$ cat src/core/ifsb_regs.svh
// Purpose: offsets, field positions, masks and reset values of the bank
// Assumes: 32-bit register bus, one aligned word per register
// Notes:   flag and enable words use bits 15:0, upper bits read zero
`ifndef IFSB_REGS_SVH
`define IFSB_REGS_SVH

`define IFSB_NUM_BANKS     5
`define IFSB_FLAG_BASE     8'h00
`define IFSB_EN_BASE       8'h20
`define IFSB_STRIDE        8'h04
`define IFSB_RESET_VAL     16'h0000

`define IFSB_IMPL_ONE      16'hfe1f
`define IFSB_IMPL_TWO      16'h22e3
`define IFSB_IMPL_THREE    16'h4006
`define IFSB_IMPL_FOUR     16'h210e
`define IFSB_IMPL_FIVE     16'h0040

`define IFSB_B_UART2_TX    15
`define IFSB_B_UART2_RX    14
`define IFSB_B_EXT_IRQ2    13
`define IFSB_B_TIMER5      12
`define IFSB_B_TIMER4      11
`define IFSB_B_COMPARE4    10
`define IFSB_B_COMPARE3    9
`define IFSB_B_EXT_IRQ1    4
`define IFSB_B_CHANGE      3
`define IFSB_B_COMPARATOR  2
`define IFSB_B_I2C1_MASTER 1
`define IFSB_B_I2C1_SLAVE  0
`define IFSB_B_PARALLEL    13
`define IFSB_B_COMPARE5    9
`define IFSB_B_CAPTURE5    7
`define IFSB_B_CAPTURE4    6
`define IFSB_B_CAPTURE3    5
`define IFSB_B_SPI2_EVENT  1
`define IFSB_B_SPI2_FAULT  0
`define IFSB_B_CALENDAR    14
`define IFSB_B_I2C2_MASTER 2
`define IFSB_B_I2C2_SLAVE  1
`define IFSB_B_CHARGE      13
`define IFSB_B_LOW_VOLT    8
`define IFSB_B_CRC_GEN     3
`define IFSB_B_UART2_ERR   2
`define IFSB_B_UART1_ERR   1
`define IFSB_B_USB_OTG     6

`define IFSB_RESP_OKAY     2'h0
`define IFSB_RESP_SLVERR   2'h2

`endif

$ cat src/core/ifsb_pkg.sv
// Purpose: types shared by the flag status bank
// Assumes: nothing
// Notes:   one-hot state codes
package ifsb_pkg;
  typedef enum logic [1:0] {
    IFSB_WR_IDLE = 2'h1,
    IFSB_WR_RESP = 2'h2
  } ifsb_wr_state_t;

  typedef enum logic [1:0] {
    IFSB_RD_IDLE = 2'h1,
    IFSB_RD_RESP = 2'h2
  } ifsb_rd_state_t;
endpackage

$ cat src/core/ifsb_flag_reg.sv
// Purpose: one 16-bit sticky flag or enable word
// Assumes: set, write strobe and mask are synchronous to clk
// Notes:   used for both flag and enable words; enables tie set to zero
`timescale 1ns/100ps
`include "ifsb_regs.svh"
module ifsb_flag_reg #(
  parameter logic [15:0] IMPL = 16'hffff
) (
  input  wire logic        clk,
  input  wire logic        rst_b,
  input  wire logic        ce,
  input  wire logic [15:0] set,
  input  wire logic        wr_en,
  input  wire logic [15:0] wr_data,
  input  wire logic [15:0] wr_mask,
  output logic      [15:0] val_q
);
  logic [15:0] val_d;

  always_comb begin
    val_d = val_q;
    if (wr_en) begin
      val_d = (val_q & ~wr_mask) | (wr_data & wr_mask);
    end
    // set after the write so an event in the clear cycle survives
    val_d = (val_d | set) & IMPL;
  end

  always_ff @(posedge clk or negedge rst_b) begin
    if (!rst_b) begin
      val_q <= `IFSB_RESET_VAL;
    end else if (ce) begin
      val_q <= val_d;
    end
  end
endmodule // ifsb_flag_reg

$ cat src/core/ifsb_req_stage.sv
// Purpose: gates pending flags by their enables into request outputs
// Assumes: flags and enables come from registers
// Notes:   one cycle of latency from flag to request
`timescale 1ns/100ps
module ifsb_req_stage #(
  parameter int W = 80
) (
  input  wire logic         clk,
  input  wire logic         rst_b,
  input  wire logic         ce,
  input  wire logic [W-1:0] flags,
  input  wire logic [W-1:0] enables,
  output logic      [W-1:0] req_q,
  output logic              irq_q
);
  logic [W-1:0] req_d;
  logic         irq_d;

  always_comb begin
    req_d = flags & enables;
    irq_d = |req_d;
  end

  always_ff @(posedge clk or negedge rst_b) begin
    if (!rst_b) begin
      req_q <= '0;
      irq_q <= 1'b0;
    end else if (ce) begin
      req_q <= req_d;
      irq_q <= irq_d;
    end
  end
endmodule // ifsb_req_stage

$ cat src/core/ifsb_top.sv
// Purpose: interrupt flag status bank with AXI4-Lite register access
// Assumes: event inputs are one-cycle or level strobes synchronous to clk
// Notes:   five flag words, five enable words, per-word request outputs
//
// Implementation choices: register access over AXI4-Lite and the register addresses.
`timescale 1ns/100ps
`include "ifsb_regs.svh"
module ifsb_top #(
  parameter int AW = 8
) (
  input  wire logic          clk,
  input  wire logic          rst_b,
  input  wire logic          ce,
  // register bus
  input  wire logic [AW-1:0] s_axi_awaddr,
  input  wire logic          s_axi_awvalid,
  output logic               s_axi_awready,
  input  wire logic [31:0]   s_axi_wdata,
  input  wire logic [3:0]    s_axi_wstrb,
  input  wire logic          s_axi_wvalid,
  output logic               s_axi_wready,
  output logic [1:0]         s_axi_bresp,
  output logic               s_axi_bvalid,
  input  wire logic          s_axi_bready,
  input  wire logic [AW-1:0] s_axi_araddr,
  input  wire logic          s_axi_arvalid,
  output logic               s_axi_arready,
  output logic [31:0]        s_axi_rdata,
  output logic [1:0]         s_axi_rresp,
  output logic               s_axi_rvalid,
  input  wire logic          s_axi_rready,
  // peripheral events
  input  wire logic          uart2_tx_evt,
  input  wire logic          uart2_rx_evt,
  input  wire logic          ext_irq2_evt,
  input  wire logic          timer5_evt,
  input  wire logic          timer4_evt,
  input  wire logic          compare4_evt,
  input  wire logic          compare3_evt,
  input  wire logic          ext_irq1_evt,
  input  wire logic          change_notify_evt,
  input  wire logic          comparator_evt,
  input  wire logic          i2c1_master_evt,
  input  wire logic          i2c1_slave_evt,
  input  wire logic          parallel_port_evt,
  input  wire logic          compare5_evt,
  input  wire logic          capture5_evt,
  input  wire logic          capture4_evt,
  input  wire logic          capture3_evt,
  input  wire logic          spi2_event_evt,
  input  wire logic          spi2_fault_evt,
  input  wire logic          calendar_evt,
  input  wire logic          i2c2_master_evt,
  input  wire logic          i2c2_slave_evt,
  input  wire logic          charge_measure_evt,
  input  wire logic          low_voltage_evt,
  input  wire logic          crc_gen_evt,
  input  wire logic          uart2_error_evt,
  input  wire logic          uart1_error_evt,
  input  wire logic          usb_otg_evt,
  // forwarded requests
  output logic [15:0]        req_one,
  output logic [15:0]        req_two,
  output logic [15:0]        req_three,
  output logic [15:0]        req_four,
  output logic [15:0]        req_five,
  output logic               irq
);
  localparam int NB = `IFSB_NUM_BANKS;
  localparam logic [15:0] IMPL [NB] = '{
    `IFSB_IMPL_ONE, `IFSB_IMPL_TWO, `IFSB_IMPL_THREE,
    `IFSB_IMPL_FOUR, `IFSB_IMPL_FIVE};

  logic [15:0] set_v   [NB];
  logic [15:0] flag_v  [NB];
  logic [15:0] en_v    [NB];
  logic [NB-1:0] flag_we;
  logic [NB-1:0] en_we;
  logic [15:0] wr_data;
  logic [15:0] wr_mask;
  logic [16*NB-1:0] flags_flat;
  logic [16*NB-1:0] en_flat;
  logic [16*NB-1:0] req_flat;

  // event placement
  always_comb begin
    for (int i = 0; i < NB; i++) begin
      set_v[i] = 16'h0000;
    end
    set_v[0][`IFSB_B_UART2_TX]    = uart2_tx_evt;
    set_v[0][`IFSB_B_UART2_RX]    = uart2_rx_evt;
    set_v[0][`IFSB_B_EXT_IRQ2]    = ext_irq2_evt;
    set_v[0][`IFSB_B_TIMER5]      = timer5_evt;
    set_v[0][`IFSB_B_TIMER4]      = timer4_evt;
    set_v[0][`IFSB_B_COMPARE4]    = compare4_evt;
    set_v[0][`IFSB_B_COMPARE3]    = compare3_evt;
    set_v[0][`IFSB_B_EXT_IRQ1]    = ext_irq1_evt;
    set_v[0][`IFSB_B_CHANGE]      = change_notify_evt;
    set_v[0][`IFSB_B_COMPARATOR]  = comparator_evt;
    set_v[0][`IFSB_B_I2C1_MASTER] = i2c1_master_evt;
    set_v[0][`IFSB_B_I2C1_SLAVE]  = i2c1_slave_evt;
    set_v[1][`IFSB_B_PARALLEL]    = parallel_port_evt;
    set_v[1][`IFSB_B_COMPARE5]    = compare5_evt;
    set_v[1][`IFSB_B_CAPTURE5]    = capture5_evt;
    set_v[1][`IFSB_B_CAPTURE4]    = capture4_evt;
    set_v[1][`IFSB_B_CAPTURE3]    = capture3_evt;
    set_v[1][`IFSB_B_SPI2_EVENT]  = spi2_event_evt;
    set_v[1][`IFSB_B_SPI2_FAULT]  = spi2_fault_evt;
    set_v[2][`IFSB_B_CALENDAR]    = calendar_evt;
    set_v[2][`IFSB_B_I2C2_MASTER] = i2c2_master_evt;
    set_v[2][`IFSB_B_I2C2_SLAVE]  = i2c2_slave_evt;
    set_v[3][`IFSB_B_CHARGE]      = charge_measure_evt;
    set_v[3][`IFSB_B_LOW_VOLT]    = low_voltage_evt;
    set_v[3][`IFSB_B_CRC_GEN]     = crc_gen_evt;
    set_v[3][`IFSB_B_UART2_ERR]   = uart2_error_evt;
    set_v[3][`IFSB_B_UART1_ERR]   = uart1_error_evt;
    set_v[4][`IFSB_B_USB_OTG]     = usb_otg_evt;
  end

  // enables share the flag layout so unused bits stay zero
  for (genvar g = 0; g < NB; g++) begin : g_bank
    ifsb_flag_reg #(.IMPL(IMPL[g])) u_flag (
      .clk     (clk),
      .rst_b   (rst_b),
      .ce      (ce),
      .set     (set_v[g]),
      .wr_en   (flag_we[g]),
      .wr_data (wr_data),
      .wr_mask (wr_mask),
      .val_q   (flag_v[g])
    );
    ifsb_flag_reg #(.IMPL(IMPL[g])) u_en (
      .clk     (clk),
      .rst_b   (rst_b),
      .ce      (ce),
      .set     (16'h0000),
      .wr_en   (en_we[g]),
      .wr_data (wr_data),
      .wr_mask (wr_mask),
      .val_q   (en_v[g])
    );
    assign flags_flat[16*g +: 16] = flag_v[g];
    assign en_flat[16*g +: 16]    = en_v[g];
  end

  ifsb_req_stage #(.W(16*NB)) u_req (
    .clk     (clk),
    .rst_b   (rst_b),
    .ce      (ce),
    .flags   (flags_flat),
    .enables (en_flat),
    .req_q   (req_flat),
    .irq_q   (irq)
  );

  assign req_one   = req_flat[15:0];
  assign req_two   = req_flat[31:16];
  assign req_three = req_flat[47:32];
  assign req_four  = req_flat[63:48];
  assign req_five  = req_flat[79:64];

  // write channel: address and data taken in either order
  ifsb_pkg::ifsb_wr_state_t wr_st_q, wr_st_d;
  logic          aw_held_q, aw_held_d;
  logic          w_held_q, w_held_d;
  logic [AW-1:0] awaddr_q, awaddr_d;
  logic [31:0]   wdata_q, wdata_d;
  logic [3:0]    wstrb_q, wstrb_d;
  logic          awready_d, wready_d, bvalid_d;
  logic [1:0]    bresp_d;
  logic          wr_hit;

  always_comb begin
    wr_st_d   = wr_st_q;
    aw_held_d = aw_held_q;
    w_held_d  = w_held_q;
    awaddr_d  = awaddr_q;
    wdata_d   = wdata_q;
    wstrb_d   = wstrb_q;
    bvalid_d  = s_axi_bvalid;
    bresp_d   = s_axi_bresp;
    flag_we   = '0;
    en_we     = '0;
    wr_hit    = 1'b0;
    wr_data   = wdata_q[15:0];
    wr_mask   = {{8{wstrb_q[1]}}, {8{wstrb_q[0]}}};
    if (s_axi_awvalid && s_axi_awready) begin
      aw_held_d = 1'b1;
      awaddr_d  = s_axi_awaddr;
    end
    if (s_axi_wvalid && s_axi_wready) begin
      w_held_d = 1'b1;
      wdata_d  = s_axi_wdata;
      wstrb_d  = s_axi_wstrb;
    end
    case (wr_st_q)
      ifsb_pkg::IFSB_WR_IDLE: begin
        if (aw_held_q && w_held_q) begin
          for (int i = 0; i < NB; i++) begin
            if (awaddr_q == AW'(`IFSB_FLAG_BASE + 8'(i) * `IFSB_STRIDE)) begin
              flag_we[i] = 1'b1;
              wr_hit     = 1'b1;
            end
            if (awaddr_q == AW'(`IFSB_EN_BASE + 8'(i) * `IFSB_STRIDE)) begin
              en_we[i] = 1'b1;
              wr_hit   = 1'b1;
            end
          end
          aw_held_d = 1'b0;
          w_held_d  = 1'b0;
          bvalid_d  = 1'b1;
          bresp_d   = wr_hit ? `IFSB_RESP_OKAY : `IFSB_RESP_SLVERR;
          wr_st_d   = ifsb_pkg::IFSB_WR_RESP;
        end
      end
      ifsb_pkg::IFSB_WR_RESP: begin
        if (s_axi_bready) begin
          bvalid_d = 1'b0;
          wr_st_d  = ifsb_pkg::IFSB_WR_IDLE;
        end
      end
      default: begin
        wr_st_d  = ifsb_pkg::IFSB_WR_IDLE;
        bvalid_d = 1'b0;
      end
    endcase
    // no new beat while a response is owed
    awready_d = !aw_held_d && (wr_st_d == ifsb_pkg::IFSB_WR_IDLE);
    wready_d  = !w_held_d && (wr_st_d == ifsb_pkg::IFSB_WR_IDLE);
  end

  always_ff @(posedge clk or negedge rst_b) begin
    if (!rst_b) begin
      wr_st_q       <= ifsb_pkg::IFSB_WR_IDLE;
      aw_held_q     <= 1'b0;
      w_held_q      <= 1'b0;
      awaddr_q      <= '0;
      wdata_q       <= 32'h0000_0000;
      wstrb_q       <= 4'h0;
      s_axi_awready <= 1'b0;
      s_axi_wready  <= 1'b0;
      s_axi_bvalid  <= 1'b0;
      s_axi_bresp   <= `IFSB_RESP_OKAY;
    end else if (ce) begin
      wr_st_q       <= wr_st_d;
      aw_held_q     <= aw_held_d;
      w_held_q      <= w_held_d;
      awaddr_q      <= awaddr_d;
      wdata_q       <= wdata_d;
      wstrb_q       <= wstrb_d;
      s_axi_awready <= awready_d;
      s_axi_wready  <= wready_d;
      s_axi_bvalid  <= bvalid_d;
      s_axi_bresp   <= bresp_d;
    end
  end

  // read channel
  ifsb_pkg::ifsb_rd_state_t rd_st_q, rd_st_d;
  logic        arready_d, rvalid_d;
  logic [31:0] rdata_d;
  logic [1:0]  rresp_d;

  always_comb begin
    rd_st_d  = rd_st_q;
    rvalid_d = s_axi_rvalid;
    rdata_d  = s_axi_rdata;
    rresp_d  = s_axi_rresp;
    case (rd_st_q)
      ifsb_pkg::IFSB_RD_IDLE: begin
        if (s_axi_arvalid && s_axi_arready) begin
          rdata_d = 32'h0000_0000;
          rresp_d = `IFSB_RESP_SLVERR;
          for (int i = 0; i < NB; i++) begin
            if (s_axi_araddr ==
                AW'(`IFSB_FLAG_BASE + 8'(i) * `IFSB_STRIDE)) begin
              rdata_d = {16'h0000, flag_v[i]};
              rresp_d = `IFSB_RESP_OKAY;
            end
            if (s_axi_araddr ==
                AW'(`IFSB_EN_BASE + 8'(i) * `IFSB_STRIDE)) begin
              rdata_d = {16'h0000, en_v[i]};
              rresp_d = `IFSB_RESP_OKAY;
            end
          end
          rvalid_d = 1'b1;
          rd_st_d  = ifsb_pkg::IFSB_RD_RESP;
        end
      end
      ifsb_pkg::IFSB_RD_RESP: begin
        if (s_axi_rready) begin
          rvalid_d = 1'b0;
          rd_st_d  = ifsb_pkg::IFSB_RD_IDLE;
        end
      end
      default: begin
        rd_st_d  = ifsb_pkg::IFSB_RD_IDLE;
        rvalid_d = 1'b0;
      end
    endcase
    arready_d = (rd_st_d == ifsb_pkg::IFSB_RD_IDLE);
  end

  always_ff @(posedge clk or negedge rst_b) begin
    if (!rst_b) begin
      rd_st_q       <= ifsb_pkg::IFSB_RD_IDLE;
      s_axi_arready <= 1'b0;
      s_axi_rvalid  <= 1'b0;
      s_axi_rdata   <= 32'h0000_0000;
      s_axi_rresp   <= `IFSB_RESP_OKAY;
    end else if (ce) begin
      rd_st_q       <= rd_st_d;
      s_axi_arready <= arready_d;
      s_axi_rvalid  <= rvalid_d;
      s_axi_rdata   <= rdata_d;
      s_axi_rresp   <= rresp_d;
    end
  end
endmodule // ifsb_top
$ cat config.mk
export PLATFORM = sky130hd
export DESIGN_NAME = ifsb_top
export DESIGN_NICKNAME = d
export VERILOG_FILES = /design/src/core/ifsb_pkg.sv /design/src/core/ifsb_flag_reg.sv /design/src/core/ifsb_req_stage.sv /design/src/core/ifsb_top.sv
export VERILOG_INCLUDE_DIRS = /design/src /design/src/core
export SDC_FILE = /design/constraint.sdc
export NUM_CORES = 1
export LEC_CHECK = 0
export ABC_AREA = 1
export BUFFER_PORTS_ARGS = -buffer_cell sky130_fd_sc_hd__buf_2
export CAP_MARGIN = 20
export CORE_ASPECT_RATIO = 1.2
export CORE_UTILIZATION = 50
export CTS_CLUSTER_SIZE = 24
export DETAILED_ROUTE_END_ITERATION = 10
export PLACE_DENSITY = 0.82
export SLEW_MARGIN = 25
export SYNTH_ARGS = -nofsm -noshare
export SYNTH_HDL_FRONTEND = slang
export SYNTH_SLANG_ARGS = --single-unit
$ cat constraint.sdc
create_clock -name clk -period 2.6 [get_ports clk]
set_clock_uncertainty 0.15 [all_clocks]
set_input_delay 0.39 -clock clk [delete_from_list [all_inputs] [get_ports clk]]
set_output_delay 0.39 -clock clk [all_outputs]
set_load 0.01 [all_outputs]
======== Word-level counts from Yosys, hierarchy flattened ========
Cells that the tools add are included.
word-level totals
  flip-flop bits (word level) ............. 210
  bits in latches ......................... 0
  RAM bits ................................ 0
  bits in read-only memories .............. 0
  output and inout port bits .............. 122
  logic and storage cells ................. 174
  memories kept ........................... 0
cells by class
  $add $sub $neg .......................... 0
  multipliers ............................. 0
  div/mod/pow operators ................... 0
  $lt $le $gt $ge ......................... 0
  equality and inequality tests ........... 28
  shift operators ......................... 0
  multiplexer cells ....................... 69
  bitwise logic cells ..................... 28
  reductions and logical operators ........ 22
operator list
  operator              number
  $mux W32              9
  $or A14 B14 Y14       6
  $eq A8 B6 Y1 const B  10
  $reduce_or A80 Y1     1
  $and A71 B71 Y71      1
  $and A14 B14 Y14      4
  $and A16 B16 Y16      3
  $or A16 B16 Y16       3
  $or A15 B15 Y15       3
  $eq A8 B4 Y1 const B  4
  $mux W16              2
  $mux W1               31
  $and A15 B15 Y15      2
  $mux W2               15
  $mux W14              2
  $or A7 B7 Y7          3
  $mux W5               4
  $eq A8 B3 Y1 const B  2
  $eq A8 B5 Y1 const B  2
  $logic_not A8 Y1      2
  $not A16 Y16          1
  $mux W15              1
  $and A7 B7 Y7         2
  $reduce_and A2 Y1     7
  other kinds (9)       27

======== Longest topological paths before layout ========
  depth after elaboration ................. 14
  depth in mapped cells ................... 11

======== Hierarchy ========
From an unflattened synthesis, not the netlist that was laid out.
unflattened totals
  cells, all modules ...................... 1,624
  area, all modules ....................... 11,850.1 um2
by module, submodules not included
  module                               instances  cells an instance  area an instance (um2)  sequential area each (um2)
  ifsb_top                             1          645                4,120.2                 1,378.8
  ifsb_req_stage                       1          419                3,550.9                 2,026.9
  ifsb_flag_reg at g_bank[0].u_en ...  2          98                 803.3                   300.3
  ifsb_flag_reg at g_bank[1].u_en ...  2          65                 483.0                   175.2
  ifsb_flag_reg at g_bank[3].u_en ...  2          53                 365.4                   125.1
  ifsb_flag_reg at g_bank[2].u_en ...  2          40                 267.8                   75.1
  ifsb_flag_reg at g_bank[4].u_en ...  2          24                 170.2                   25.0

======== Worst setup path after synthesis ========
No wires, ideal clock.
  path kind ............................... flip-flop to flip-flop
  start point ............................. reg wr_st_q[0]
  end point ............................... reg with a tool-made name
  setup time .............................. 0.122 ns
  arrival time ............................ 1.581 ns
  data required time ...................... 2.328 ns
  path slack .............................. 0.747 ns
  stages on the path, launching flop included .. 10
  buffers on the path ..................... 1
  period minus slack after synthesis ...... 1.853 ns
  cells stage by stage .................... dfstp_2 ha_1 inv_1 nor2_4 inv_4 nor2_4 nand4_2 buf_6 nand2_1 o21ai_2
RTL lines
  item                      line             text
  start: declaration        ifsb_top.sv:163  ifsb_pkg::ifsb_wr_state_t wr_st_q, wr_st_d;
  start signal: assignment  ifsb_top.sv:234  wr_st_q <= ifsb_pkg::IFSB_WR_IDLE;
  start signal: assignment  ifsb_top.sv:245  wr_st_q <= wr_st_d;

==> results.cfg <==
[finish]
seqCellArea_um2 = 3510
fill_cells = 1222
nNetsFinal = 1073
syn2layout_area_growth_pct = 15.4
num_antenna_cells = 0
final_util_pct = 59.6
drive_gt1_share_pct = 21.1
multiInputGateArea_um2 = 2980

[route]
ant_nets = 0
dr_total_vias = 6061
dr.pass1.iters = 9
drtIter0Drc = 575
wl_mm = 17.8
wl_per_cell_um = 15.3
post-route-drc-count = 26
viasPerCell = 5.20

[timing]
slew-limit-headroom_pct = 49.0
final-hold-violation-count = 0
worst_pin_slew_ns = 0.762
setup-tns-final_ns = 0
final.period_utilization_pct = 88.8
max_freq_ghz = 0.433
maxSlewViolCount = 0
rsz0062_at_grt = false
finalSetupViolations = 0
fin_crit_ns = 2.31

[worst_hold_path]
hp-class = primary input to register

[synthesis]
synthCells = 853
yosys_register_bits = 140
yosysWarningCount = 0
netlist_top_cells_count = nand2_1 (258), dfrtp_1 (138), o21ai_0 (104)
synth_ff_type = dfrtp_1
synth_cell_types = 42
synth_edf_count = 0
ys_top_cells_by_area = dfrtp_1 (48%), nand2_1 (14%), buf_4 (7.5%)
synth_largest_area_cell = dfrtp_1
seq_area_frac_synth_pct = 48.9
ys_async_sr_fraction_pct = 100
avgSynthCellArea_um2 = 8.40
yosys.area.top_type_share_pct = 48.2
synthMostInstantiatedCell = nand2_1
syn_area_um2 = 7170

[global_route]
grt_pass1_vias = 5801
antenna_found_initial = 0
overflow = 0
grt_pass1_wl_mm = 29.0
grt_max_degree = 60
grt_usage_pct = 25.3

[power_and_ir_drop]
leakagePower_nw = 4.22
p_per_area_nw_per_um2 = 809
vdd_ir_drop_max_uv = 491

[clock_tree]
cts.clk_slew.worst_paths_ns = 0.06
cts_tree = built
cts_max_level = 4
cts_resized = 0
cts.path.max_buffers = 2
root_buffer = clkbuf_16
worstSkewPairLatency_ns = 0.42
clock-sinks = 140
postCtsSetupBuffers = 0
numCtsBuffers = 17

[setup_path]
critPathMaxFanout = 14
crit_top_cell = nor2_4
crit_path_end_kind = register
slowest_delay_ns = 0.55
critPathBufInv = 2
arrival_ns = 2.46
critical-path-top-delay-family = simple AND/OR/NAND/NOR gates
worstPathCellList = ha_1 -> inv_1 -> nor2_4 -> inv_4 -> nor2_4 -> nand4_2 -> nand2_1 -> o21ai_2
required_ns = 2.75
crit_slowest_cell = dfstp_2
critPathKind = register to register
start_kind = register

[floorplanning]
core.rowCount = 47
floorplan.die_area_um2 = 14800
core_area_um2 = 13900
initial_utilization_pct = 51.6
io-pin-count = 210
die_x_um = 111
die_h_um = 133

[run_status]
violations = DRC
outcome = finished, violations left

[placed_design]
place_congestion = 0.901
io_buffer_count = 121
dp_hpwl_mm = 13.5

[run]
drv_cap = 0
-- area by class of cell --
cell class              count  share of cell area (%)
repair buffers            133                    8.82
clock inverters            13                    1.41
multi-input cells         616                    36.1
inverters                  73                    3.37
clock buffers              19                    5.35
flip-flops and latches    140                    42.4
well taps                 171                    2.59
-- power breakdown --
part,switching (mW),leakage [nW],internal (mW),total [mW]
clock,0.934,0.269,1.34,2.27
combinational,1.13,2.22,0.485,1.62
sequential,0.251,1.73,2.55,2.80
-- path summary, 6_finish.rpt --
check | startpoint | slack [ns] | to | cells after the start
max | wr_st_q[0] | 0.29 | register | 8
min reg2reg | u_req.req_q[23] | 0.33 | u_req.req_q[23] | 2
min in group asynchronous | rst_b | 0.35 | awaddr_q[0] | 2
max reg2reg | wr_st_q[0] | 0.29 | register | 8
max in group asynchronous | rst_b | 1.26 | wr_st_q[0] | 3
min | s_axi_awaddr[1] | 0.01 | awaddr_q[1] | 3
-- cell usage in the layout (no fill, tap or decap), types with 3 or more instances in the layout --
cell | synthesis | layout
ha_1 | 4 | 4
nor3_1 | 6 | 6
nand3_1 | 24 | 24
nand2_1 | 258 | 258
o21ai_2 | 8 | 8
clkbuf_16 | 0 | 17
buf_4 | 72 | 9
o22ai_1 | 4 | 4
clkinvlp_4 | 0 | 3
nand4_1 | 11 | 11
dfrtp_1 | 138 | 138
o21ai_0 | 104 | 104
buf_2 | 8 | 120
nor2_2 | 7 | 7
inv_1 | 69 | 69
o21ai_1 | 15 | 15
o211ai_1 | 13 | 13
a22oi_1 | 3 | 3
nor2_1 | 34 | 34
clkinv_2 | 0 | 4
nor2_4 | 9 | 9
clkinv_4 | 0 | 3
a21oi_1 | 11 | 11
nand3_2 | 6 | 6
conb_1 | 1 | 70
nor4_1 | 3 | 3
a22o_1 | 8 | 8
-- through the flow --
step	power, mW	std cells	hold WS (ns)	cell area [um2]	setup slack (ns)
final	6.70	1165	0.0150	8270	0.291
after CTS	6.70	1165	0.0130	8270	0.322
after global placement	4.35	1132	0.239	7700	0.415
after global routing	7.04	1165	0.0240	8270	0.146
after floorplan	3.96	922	-0.0556	7420	0.747
after detailed placement	4.42	1132	0.240	7700	0.347
-- tightest hold or removal path: stages --
cell and delay [ns]:
buf_2 0.07, nand2_1 0.04, nand2_1 0.05
-- kinds of logic (layout without fill, tap and decap cells) --
kind of cell	Yosys count	after routing	share of synthesized area, %
AND/OR/NAND/NOR	369	369	23.5
AO/OA/AOI/OAI	173	173	13.8
buffers and inverters	166	238	13.0
flip-flops	140	140	48.9
adder cells (fa/ha/maj)	4	4	0.698
other	1	70	0.0523
-- routing by layer --
layer / share of wire [%] / GRT usage [%] / wire length, um / up-vias
li1: - / - / - / 2920
met5: 0 / 0 / 0 / -
met3: 5.9 / 4.64 / 1060 / 51
met2: 48 / 41.0 / 8520 / 298
met1: 43 / 32.8 / 7630 / 2792
met4: 3.5 / 12.2 / 629 / 0
-- timing repair --
item,in CTS,in global routing
endpoints found under the hold margin,56,0
hold buffers,1,0
setup endpoints to repair,0,0
Note: power is estimated with default switching activity, not from simulation.
